$ cat src/hw/modulator_pkg.sv
package modulator_pkg;

	// synchroniser depth for every asynchronous source
	localparam int SYNC_STAGES = 2;

	// data source codes
	localparam logic [3:0] DATA_SOFTWARE = 4'h0;
	localparam logic [3:0] DATA_EXT_PIN = 4'h1;
	localparam logic [3:0] DATA_CCP1 = 4'h2;
	localparam logic [3:0] DATA_CCP2 = 4'h3;
	localparam logic [3:0] DATA_PWM5 = 4'h4;
	localparam logic [3:0] DATA_PWM6 = 4'h5;
	localparam logic [3:0] DATA_CMP1 = 4'h6;
	localparam logic [3:0] DATA_CMP2 = 4'h7;
	localparam logic [3:0] DATA_SERIAL = 4'h8;
	localparam logic [3:0] DATA_UART_TX = 4'hA;
	localparam logic [3:0] DATA_NCO = 4'hB;
	localparam logic [3:0] DATA_CLC1 = 4'hC;
	localparam logic [3:0] DATA_CLC2 = 4'hD;

	// carrier source codes
	localparam logic [3:0] CARRIER_GROUND = 4'h0;
	localparam logic [3:0] CARRIER_PIN_A = 4'h1;
	localparam logic [3:0] CARRIER_PIN_B = 4'h2;
	localparam logic [3:0] CARRIER_REF_CLOCK = 4'h3;
	localparam logic [3:0] CARRIER_CCP1 = 4'h4;
	localparam logic [3:0] CARRIER_CCP2 = 4'h5;
	localparam logic [3:0] CARRIER_PWM5 = 4'h6;
	localparam logic [3:0] CARRIER_PWM6 = 4'h7;
	localparam logic [3:0] CARRIER_NCO = 4'h8;
	localparam logic [3:0] CARRIER_SYS_CLOCK = 4'hA;
	localparam logic [3:0] CARRIER_FAST_OSC = 4'hB;
	localparam logic [3:0] CARRIER_CLC1 = 4'hC;
	localparam logic [3:0] CARRIER_CLC2 = 4'hD;

	// every signal that may feed data or a carrier
	typedef struct packed {
		logic external_data_pin;
		logic external_carrier_pin_a;
		logic external_carrier_pin_b;
		logic reference_clock_output;
		logic ccp1_output;
		logic ccp2_output;
		logic pwm5_output;
		logic pwm6_output;
		logic comparator1_output;
		logic comparator2_output;
		logic serial_data_out;
		logic uart_tx_output;
		logic nco_output;
		logic clc1_output;
		logic clc2_output;
		logic system_clock_carrier;
		logic fast_internal_oscillator;
	} source_bus_t;

	// one carrier control group
	typedef struct packed {
		logic invert;
		logic sync_enable;
		logic [3:0] select;
	} carrier_config_t;

	// software-visible configuration
	typedef struct packed {
		logic modulator_enable;
		logic output_invert;
		logic software_modulation_value;
		logic [3:0] data_source_select;
		carrier_config_t upper_carrier_reg;
		carrier_config_t lower_carrier_reg;
	} modulator_config_t;

	// all state of the modulator
	typedef struct packed {
		source_bus_t sync_first;
		source_bus_t sync_second;
		logic upper_prev;
		logic lower_prev;
		logic upper_active;
		logic lower_active;
		logic output_pin;
		logic status_first;
		logic status_second;
	} modulator_state_t;

	localparam modulator_state_t STATE_RESET = '0;

endpackage

$ cat src/hw/data_signal_modulator.sv
// Function
// RULE_01: data high uses upper, low uses lower
// RULE_02: route internal or external selected sources
// RULE_03: disabled forces ground carriers, software data
// RULE_04: stored selections kept, reapplied on enable
// RULE_05: pin held low while disabled
// RULE_06: four-bit data source selection field
// RULE_07: serial data only usable in spi mode
// RULE_08: independent four-bit upper and lower selects
// RULE_09: leaving synced carrier waits its falling edge
// RULE_10: returning synced carrier waits its falling edge
// RULE_11: separate sync enable per carrier
// RULE_12: per-carrier polarity inversion before mixing
// RULE_13: software bit used as data when chosen
// RULE_14: output polarity bit inverts pin output
// RULE_15: keeps running in sleep, no gating
// RULE_16: reset disables module, clears state; here reset clears state only, modulator_enable comes from config_in untouched
// RULE_17: data codes decoded, reserved connect nothing
// RULE_18: carrier codes decoded, reserved connect nothing
// RULE_19: read-only status shows output value
// RULE_20: status passes two-stage synchroniser
module data_signal_modulator (
	input wire logic clk_in,
	input wire logic rst_n_in,
	input modulator_pkg::modulator_config_t config_in,
	input wire logic serial_spi_mode_in,
	input modulator_pkg::source_bus_t sources_in,
	output logic modulated_output_out,
	output logic output_status_out
);
	import modulator_pkg::*;

	modulator_state_t state_reg;
	modulator_state_t state_next;

	// effective selections after the enable gate
	logic [3:0] data_code;
	logic [3:0] upper_code;
	logic [3:0] lower_code;
	logic data_bit;

	// carrier values after selection and polarity
	logic upper_raw;
	logic lower_raw;
	logic upper_carrier_signal;
	logic lower_carrier_signal;

	// falling edges and next activity
	logic upper_fell;
	logic lower_fell;
	logic upper_active_next;
	logic lower_active_next;
	logic mixed_value;

	// modulating data multiplexer
	function automatic logic select_data(
		input logic [3:0] code,
		input source_bus_t src,
		input logic soft_bit,
		input logic spi_mode
	);
		logic value;
		value = 1'b0;
		unique case (code)
			// RULE_13: software bit as data
			DATA_SOFTWARE: value = soft_bit;
			DATA_EXT_PIN: value = src.external_data_pin;
			DATA_CCP1: value = src.ccp1_output;
			DATA_CCP2: value = src.ccp2_output;
			DATA_PWM5: value = src.pwm5_output;
			DATA_PWM6: value = src.pwm6_output;
			DATA_CMP1: value = src.comparator1_output;
			DATA_CMP2: value = src.comparator2_output;
			// RULE_07: serial only in spi
			DATA_SERIAL: value = spi_mode & src.serial_data_out;
			DATA_UART_TX: value = src.uart_tx_output;
			DATA_NCO: value = src.nco_output;
			DATA_CLC1: value = src.clc1_output;
			DATA_CLC2: value = src.clc2_output;
			// RULE_17: reserved codes connect nothing
			default: value = 1'b0;
		endcase
		return value;
	endfunction

	// carrier multiplexer, shared by both carriers
	function automatic logic select_carrier(
		input logic [3:0] code,
		input source_bus_t src
	);
		logic value;
		value = 1'b0;
		unique case (code)
			CARRIER_GROUND: value = 1'b0;
			CARRIER_PIN_A: value = src.external_carrier_pin_a;
			CARRIER_PIN_B: value = src.external_carrier_pin_b;
			CARRIER_REF_CLOCK: value = src.reference_clock_output;
			CARRIER_CCP1: value = src.ccp1_output;
			CARRIER_CCP2: value = src.ccp2_output;
			CARRIER_PWM5: value = src.pwm5_output;
			CARRIER_PWM6: value = src.pwm6_output;
			CARRIER_NCO: value = src.nco_output;
			CARRIER_SYS_CLOCK: value = src.system_clock_carrier;
			CARRIER_FAST_OSC: value = src.fast_internal_oscillator;
			CARRIER_CLC1: value = src.clc1_output;
			CARRIER_CLC2: value = src.clc2_output;
			// RULE_18: reserved codes connect nothing
			default: value = 1'b0;
		endcase
		return value;
	endfunction

	// next activity of one carrier
	function automatic logic carrier_activity(
		input logic sync_enable,
		input logic wanted,
		input logic active,
		input logic fell
	);
		logic value;
		value = active;
		if (!sync_enable) begin
			// unsynchronised: follows data at once
			value = wanted;
		end else if (wanted != active) begin
			// synchronised: change only on a falling edge
			if (fell) begin
				value = wanted;
			end
		end
		return value;
	endfunction

	// enable gate on the stored selections
	always_comb begin
		// RULE_03: forced ground and software bit
		// RULE_04: stored fields untouched, reused on enable
		if (config_in.modulator_enable) begin
			data_code = config_in.data_source_select;
			upper_code = config_in.upper_carrier_reg.select;
			lower_code = config_in.lower_carrier_reg.select;
		end else begin
			data_code = DATA_SOFTWARE;
			upper_code = CARRIER_GROUND;
			lower_code = CARRIER_GROUND;
		end
	end

	// source selection from synchronised inputs
	always_comb begin
		// RULE_02: route selected source
		// RULE_06: four-bit data field
		data_bit = select_data(data_code, state_reg.sync_second,
			config_in.software_modulation_value, serial_spi_mode_in);
		// RULE_08: independent carrier fields
		upper_raw = select_carrier(upper_code, state_reg.sync_second);
		lower_raw = select_carrier(lower_code, state_reg.sync_second);
	end

	// carrier polarity
	always_comb begin
		// RULE_12: invert before mixing
		upper_carrier_signal = upper_raw ^ config_in.upper_carrier_reg.invert;
		lower_carrier_signal = lower_raw ^ config_in.lower_carrier_reg.invert;
	end

	// falling edges of the polarised carriers
	always_comb begin
		upper_fell = state_reg.upper_prev & ~upper_carrier_signal;
		lower_fell = state_reg.lower_prev & ~lower_carrier_signal;
	end

	// carrier activity tracking
	always_comb begin
		// RULE_11: per-carrier sync enables
		// RULE_09: leaving synced carrier holds it
		// RULE_10: returning synced carrier waits
		upper_active_next = carrier_activity(config_in.upper_carrier_reg.sync_enable,
			data_bit, state_reg.upper_active, upper_fell);
		lower_active_next = carrier_activity(config_in.lower_carrier_reg.sync_enable,
			~data_bit, state_reg.lower_active, lower_fell);
	end

	// mixing of the active carriers
	always_comb begin
		// RULE_01: upper while high, lower while low
		mixed_value = (upper_active_next & upper_carrier_signal) |
			(lower_active_next & lower_carrier_signal);
	end

	// next state
	always_comb begin
		state_next = state_reg;
		// two flip-flops on every asynchronous source
		state_next.sync_first = sources_in;
		state_next.sync_second = state_reg.sync_first;
		// edge history
		state_next.upper_prev = upper_carrier_signal;
		state_next.lower_prev = lower_carrier_signal;
		state_next.upper_active = upper_active_next;
		state_next.lower_active = lower_active_next;
		// RULE_05: pin low while disabled
		// RULE_14: output polarity inversion
		if (config_in.modulator_enable) begin
			state_next.output_pin = mixed_value ^ config_in.output_invert;
		end else begin
			state_next.output_pin = 1'b0;
		end
		// RULE_20: status through two stages
		// RULE_19: status follows output value
		state_next.status_first = state_reg.output_pin;
		state_next.status_second = state_reg.status_first;
	end

	// state register, free running
	always_ff @(posedge clk_in or negedge rst_n_in) begin
		// RULE_16: reset clears all state
		// RULE_15: no sleep gating anywhere
		if (!rst_n_in) begin
			state_reg <= STATE_RESET;
		end else begin
			state_reg <= state_next;
		end
	end

	// outputs straight from flip-flops
	assign modulated_output_out = state_reg.output_pin;
	assign output_status_out = state_reg.status_second;

endmodule

$ cat config.mk
export PLATFORM = sky130hd
export DESIGN_NAME = data_signal_modulator
export DESIGN_NICKNAME = d
export VERILOG_FILES = /design/src/hw/modulator_pkg.sv /design/src/hw/data_signal_modulator.sv
export SDC_FILE = /design/constraint.sdc
export NUM_CORES = 1
export LEC_CHECK = 0
export BUFFER_PORTS_ARGS = -buffer_cell sky130_fd_sc_hd__buf_2
export CELL_PAD_IN_SITES_DETAIL_PLACEMENT = 1
export CELL_PAD_IN_SITES_GLOBAL_PLACEMENT = 1
export CORE_MARGIN = 8
export CORE_UTILIZATION = 44
export CTS_CLUSTER_SIZE = 14
export DETAILED_ROUTE_END_ITERATION = 16
export PLACE_DENSITY_LB_ADDON = 0.1
export SLEW_MARGIN = 10
export SYNTH_ARGS = -nofsm -noshare
export SYNTH_HDL_FRONTEND = slang
export SYNTH_SLANG_ARGS = --single-unit
$ cat constraint.sdc
create_clock -name clk_in -period 3.37 [get_ports clk_in]
set_input_delay 0.1685 -clock clk_in [delete_from_list [all_inputs] [get_ports clk_in]]
set_output_delay 0.1685 -clock clk_in [all_outputs]
set_load 0.005 [all_outputs]
After elaboration in Yosys (flattened, before gate mapping)
Index checks and enable logic that the tools add are counted.
Operators by class
  equality and inequality tests: 38
  multiplexer cells: 13
  bitwise operators: 12
  reductions and logical operators: 1
Operators with widths (number)
  4-bit equality test, second input constant: 15
  4-bit by 3-bit equality test with 1-bit output, second input constant: 12
  4-bit by 2-bit equality test with 1-bit output, second input constant: 6
  1-bit case mux with 12 select lines: 2
  1-bit case mux with 13 select lines: 1
  4-bit by 1-bit equality test with 1-bit output, second input constant: 3
  4-bit 2-to-1 mux: 3
  1-bit 2-to-1 mux: 7
  1-bit AND: 5
  4-bit zero test: 1
  1-bit inverter: 3
  1-bit XOR: 3
  1-bit != test: 2
  1-bit OR: 1
Word-level totals
  flip-flop bits (word level): 41
  word-level logic and storage cells: 105

Depth between registers and ports, before layout
  depth in word-level cells: 13
  gate-level depth with buffers: 8

Worst setup path before layout
OpenSTA, ideal clock, no wires.
  path type: register to register
  start point: register state_reg[22] (netlist bit)
  end point: register state_reg[3] (netlist bit)
  setup time: 0.125 ns
  arrival: 1.878 ns
  data required time: 3.245 ns
  slack: 1.367 ns
  stages on the path, launching flop included: 8
  path buffers: 0
  cell sequence: dfrtp_1 > nor2b_1 > a211o_1 > a222oi_1 > mux2i_1 > nor2_2 > a21boi_1 > mux2_4
Between the ends
  word-level cells in the longest chain between the ends: 7
Ends and longest elaborated chain
  from (decl): RTL line data_signal_modulator.sv:33  | modulator_state_t state_reg;
  from (signal assigned): RTL line data_signal_modulator.sv:222  | state_reg <= state_next;
  1-bit case mux with 12 select lines: RTL line data_signal_modulator.sv:93  | unique case (code)
  1-bit XOR: RTL line data_signal_modulator.sv:164  | lower_carrier_signal = lower_raw ^ config_in.lower_carrier_reg.invert;
  1-bit inverter: RTL line data_signal_modulator.sv:170  | lower_fell = state_reg.lower_prev & ~lower_carrier_signal;
  1-bit AND: RTL line data_signal_modulator.sv:170
  1-bit 2-to-1 mux: RTL line data_signal_modulator.sv:127  | if (fell) begin
  1-bit 2-to-1 mux: RTL line data_signal_modulator.sv:125  | end else if (wanted != active) begin
  1-bit 2-to-1 mux: RTL line data_signal_modulator.sv:122  | if (!sync_enable) begin
  via lower_active_next: RTL line data_signal_modulator.sv:52  | logic lower_active_next;
The timed path passes the listed nets, and every way through them passes these cells.

Worst setup path in the final report
Ends and elaborated chain as after synthesis.

==> flow_metrics.py <==
metrics = {
    "run": {
        "drv_cap": 0,
    },
    "setup_path": {
        "crit_path_top_delay_cell": "dfrtp_1",
        "crit_path_max_incr_delay_ps": 390,
        "worst-path-max-fanout": 3,
        "path_cells": "nor2b_1 > a211o_1 > a222oi_1 > mux2i_1 > nor2_2 > a21boi_1 > mux2_4",
        "rr_worst_depth": 7,
        "crit_type": "reg2reg",
        "cp.required_ps": 3550,
        "arrival_ps": 2340,
        "r2r_end": "state_reg[3]",
        "reg2reg_slack_ps": 1210,
        "r2r_start": "state_reg[22]",
        "start_kind": "flip-flop",
        "cp-end-kind": "flip-flop",
    },
    "floorplan": {
        "rows": 22,
        "ios": 41,
        "die_w_um": 76.8,
        "dieArea_um2": 5890,
        "die_h_um": 76.8,
        "core-area_um2": 3610,
        "start_util_pct": 45.1,
    },
    "logic_synthesis": {
        "synth_top_area_share_pct": 63.1,
        "syn_area_per_cell_um2": 12.9,
        "ys_types": 36,
        "synth_nets": 165,
        "yosys.area.top_type": "dfrtp_1",
        "yosysWarnings": 0,
        "synthCells": 126,
        "synth_area_um2": 1630,
        "synth_area_leaders": "dfrtp_1 63%, mux2i_1 7.4%, nand2b_1 2.3%",
        "ys_seq_area_share_pct": 63.1,
        "synth-seq-cells": 41,
    },
    "power_and_ir_drop": {
        "p_per_area_nw_per_um2": 492,
        "p_sw_mw": 0.249,
        "swShare_pct": 23.5,
        "finalPower_mw": 1.06,
        "power_frac_clock_pct": 37.2,
        "pwr-share-seq_pct": 50.8,
        "combinationalPowerShare_pct": 12.0,
        "ir_worst_vdd_v": 0.000421,
        "leakagePower_nw": 1.01,
        "internal-power_mw": 0.812,
    },
    "cells_and_area": {
        "seqCellArea_um2": 1030,
        "layout-drive-gt1-share_pct": 28.2,
        "antenna_cells": 0,
        "utilization_pct": 59.8,
        "multi_input_area_um2": 562,
        "final_nets": 226,
        "area_growth_pct": 32.6,
        "design_area_um2": 2160,
        "final_cells": 236,
        "largest_reg_flops": 21,
        "fillerInstances": 391,
    },
    "sta": {
        "fmax_mhz": 463,
        "fin_crit_sh_pct": 64.1,
        "fin_crit_ps": 2160,
        "setup_slack_ps": 1210,
        "hold_ws_ps": -12.7,
        "fin_worst_skew_ps": 4.38,
        "setup_viol": 0,
        "report.final.slew_viol_count": 0,
        "rsz0062_at_grt": "false",
        "hold_viol_final": 26,
        "tightest_slew_ps": 868,
        "relSlewSlack_pct": 42.1,
        "finalSetupTns_ps": 0,
    },
    "clock_tree": {
        "htree_levels": 2,
        "cts_root_buf": "clkbuf_8",
        "clock_sinks": 41,
        "cts_max_path_buffers": 2,
        "cts.reportedPaths.clkPinSlew_ps": 80,
        "cts_buffers": 5,
        "cts-resized-gates": 0,
        "post_cts_buffers": 0,
        "clk_latency_ps": 290,
        "hold_buffers": 17,
        "tritoncts": "done",
    },
    "global_route": {
        "grt_pass1_vias": 1433,
        "grtUsageTotal_pct": 14.4,
        "antenna_found_initial": 0,
        "grt_pass1_wl_mm": 6.87,
        "grt_remaining_overflow": 0,
        "grt_max_degree": 42,
    },
    "routing": {
        "wl_per_cell_um": 16.1,
        "drt_first_pass_iters": 4,
        "ant_nets": 0,
        "vias": 1192,
        "wl_mm": 3.80,
        "drc": 0,
        "viasPerCell": 5.05,
        "drt_iter0_drc": 55,
    },
    "place": {
        "dp_hpwl_mm": 2.71,
        "port_buffers": 40,
        "gp_congestion": 0.789,
        "placed_cells": 211,
        "place_area_um2": 1870,
        "dpl_worst_slack_ps": 1210,
    },
    "worst_hold_path": {
        "holdCritPathClass": "in2async",
    },
    "run_status": {
        "status": "finished, violations left",
        "violations": "negative hold slack",
    },
}
==> final cells by class <==
cell class	count	area share, %
clock inverters	3	2.15
multi-input cells	76	26.1
inverters	6	1.04
clock buffers	5	3.19
repair buffers	57	17.2
flip-flops and latches	41	47.6
well taps	48	2.79
==> cells by family (layout without fill, tap and decap cells) <==
family / count (synthesis) / in the layout / share of synthesized area, %
flops: 41 / 41 / 63.1
xor+xnor: 1 / 1 / 0.539
simple gates: 34 / 34 / 12.7
buf+inv: 9 / 71 / 2.31
compound gates: 26 / 26 / 11.6
mux: 15 / 15 / 9.70
==> power groups by stage <==
stage	clock network (mW)	logic, mW	registers (mW)
floorplan	0	0.0587	0.544
global placement	0	0.106	0.548
detailed placement	0	0.113	0.549
CTS	0.407	0.129	0.540
global route	0.426	0.143	0.544
finish	0.394	0.127	0.539
==> synth_stat cells <==
| cell | count |
|---|---|
| mux2i_1 | 12 |
| o21ai_1 | 1 |
| a222oi_1 | 1 |
| o211ai_1 | 1 |
| o32a_1 | 1 |
| a21boi_1 | 1 |
| o21ai_0 | 7 |
| mux2_2 | 2 |
| nor2b_1 | 4 |
| nor4bb_1 | 1 |
| nand2b_1 | 6 |
| and4b_1 | 1 |
| o31ai_1 | 1 |
| inv_1 | 6 |
| nor2_2 | 1 |
| nand3b_1 | 3 |
| a311oi_2 | 1 |
| and2b_1 | 1 |
| nor3b_1 | 4 |
| xor2_1 | 1 |
| nor3_1 | 1 |
| buf_2 | 3 |
| mux2_4 | 1 |
| nand2_1 | 5 |
| nor2_1 | 2 |
| or3_1 | 1 |
| dfrtp_1 | 41 |
| a32oi_1 | 1 |
| o2bb2ai_1 | 1 |
| a211o_1 | 2 |
| a211oi_1 | 3 |
| o311ai_1 | 1 |
| nand3_1 | 4 |
| a21oi_1 | 2 |
| o41ai_1 | 1 |
| a31oi_1 | 1 |
==> worst max-delay path, delay by kind of cell, from the launching register on <==
family	cells	cell delay, ps
AOI/OAI and AO/OA	3	870
muxes	2	580
DFF	1	390
and+or+nand+nor	2	210
==> how the worst max path moves through the flow <==
stage                              end  cells after the start          start
after floorplan           state_reg[3]                      7  state_reg[22]
after global placement    state_reg[3]                      7  state_reg[22]
after detailed placement  state_reg[3]                      7  state_reg[22]
after CTS                 state_reg[3]                      7  state_reg[22]
after global routing      state_reg[3]                      7  state_reg[22]
final                     state_reg[3]                      7  state_reg[22]
==> layer usage <==
metal	wire [um]	share of wire [%]	GRT usage [%]	vias to the layer above
met1	1540	40	15.7	582
met5	0	0	0	-
met3	206	5.4	4.90	7
met4	51	1.3	5.19	0
li1	-	-	-	574
met2	2010	53	25.3	29
==> placed cells by master (no fill, tap or decap), types with 2 or more instances in the layout <==
master and n:
dfrtp_1 41, buf_2 40, dlygate4sd3_1 17, mux2i_1 12, o21ai_0 7, inv_1 6
nand2b_1 6, nand2_1 5, clkbuf_8 5, nand3_1 4, nor3b_1 4, nor2b_1 4
a211oi_1 3, nand3b_1 3, a21oi_1 2, nor2_1 2, mux2_2 2, a211o_1 2
(Power assumes the default switching activity.)
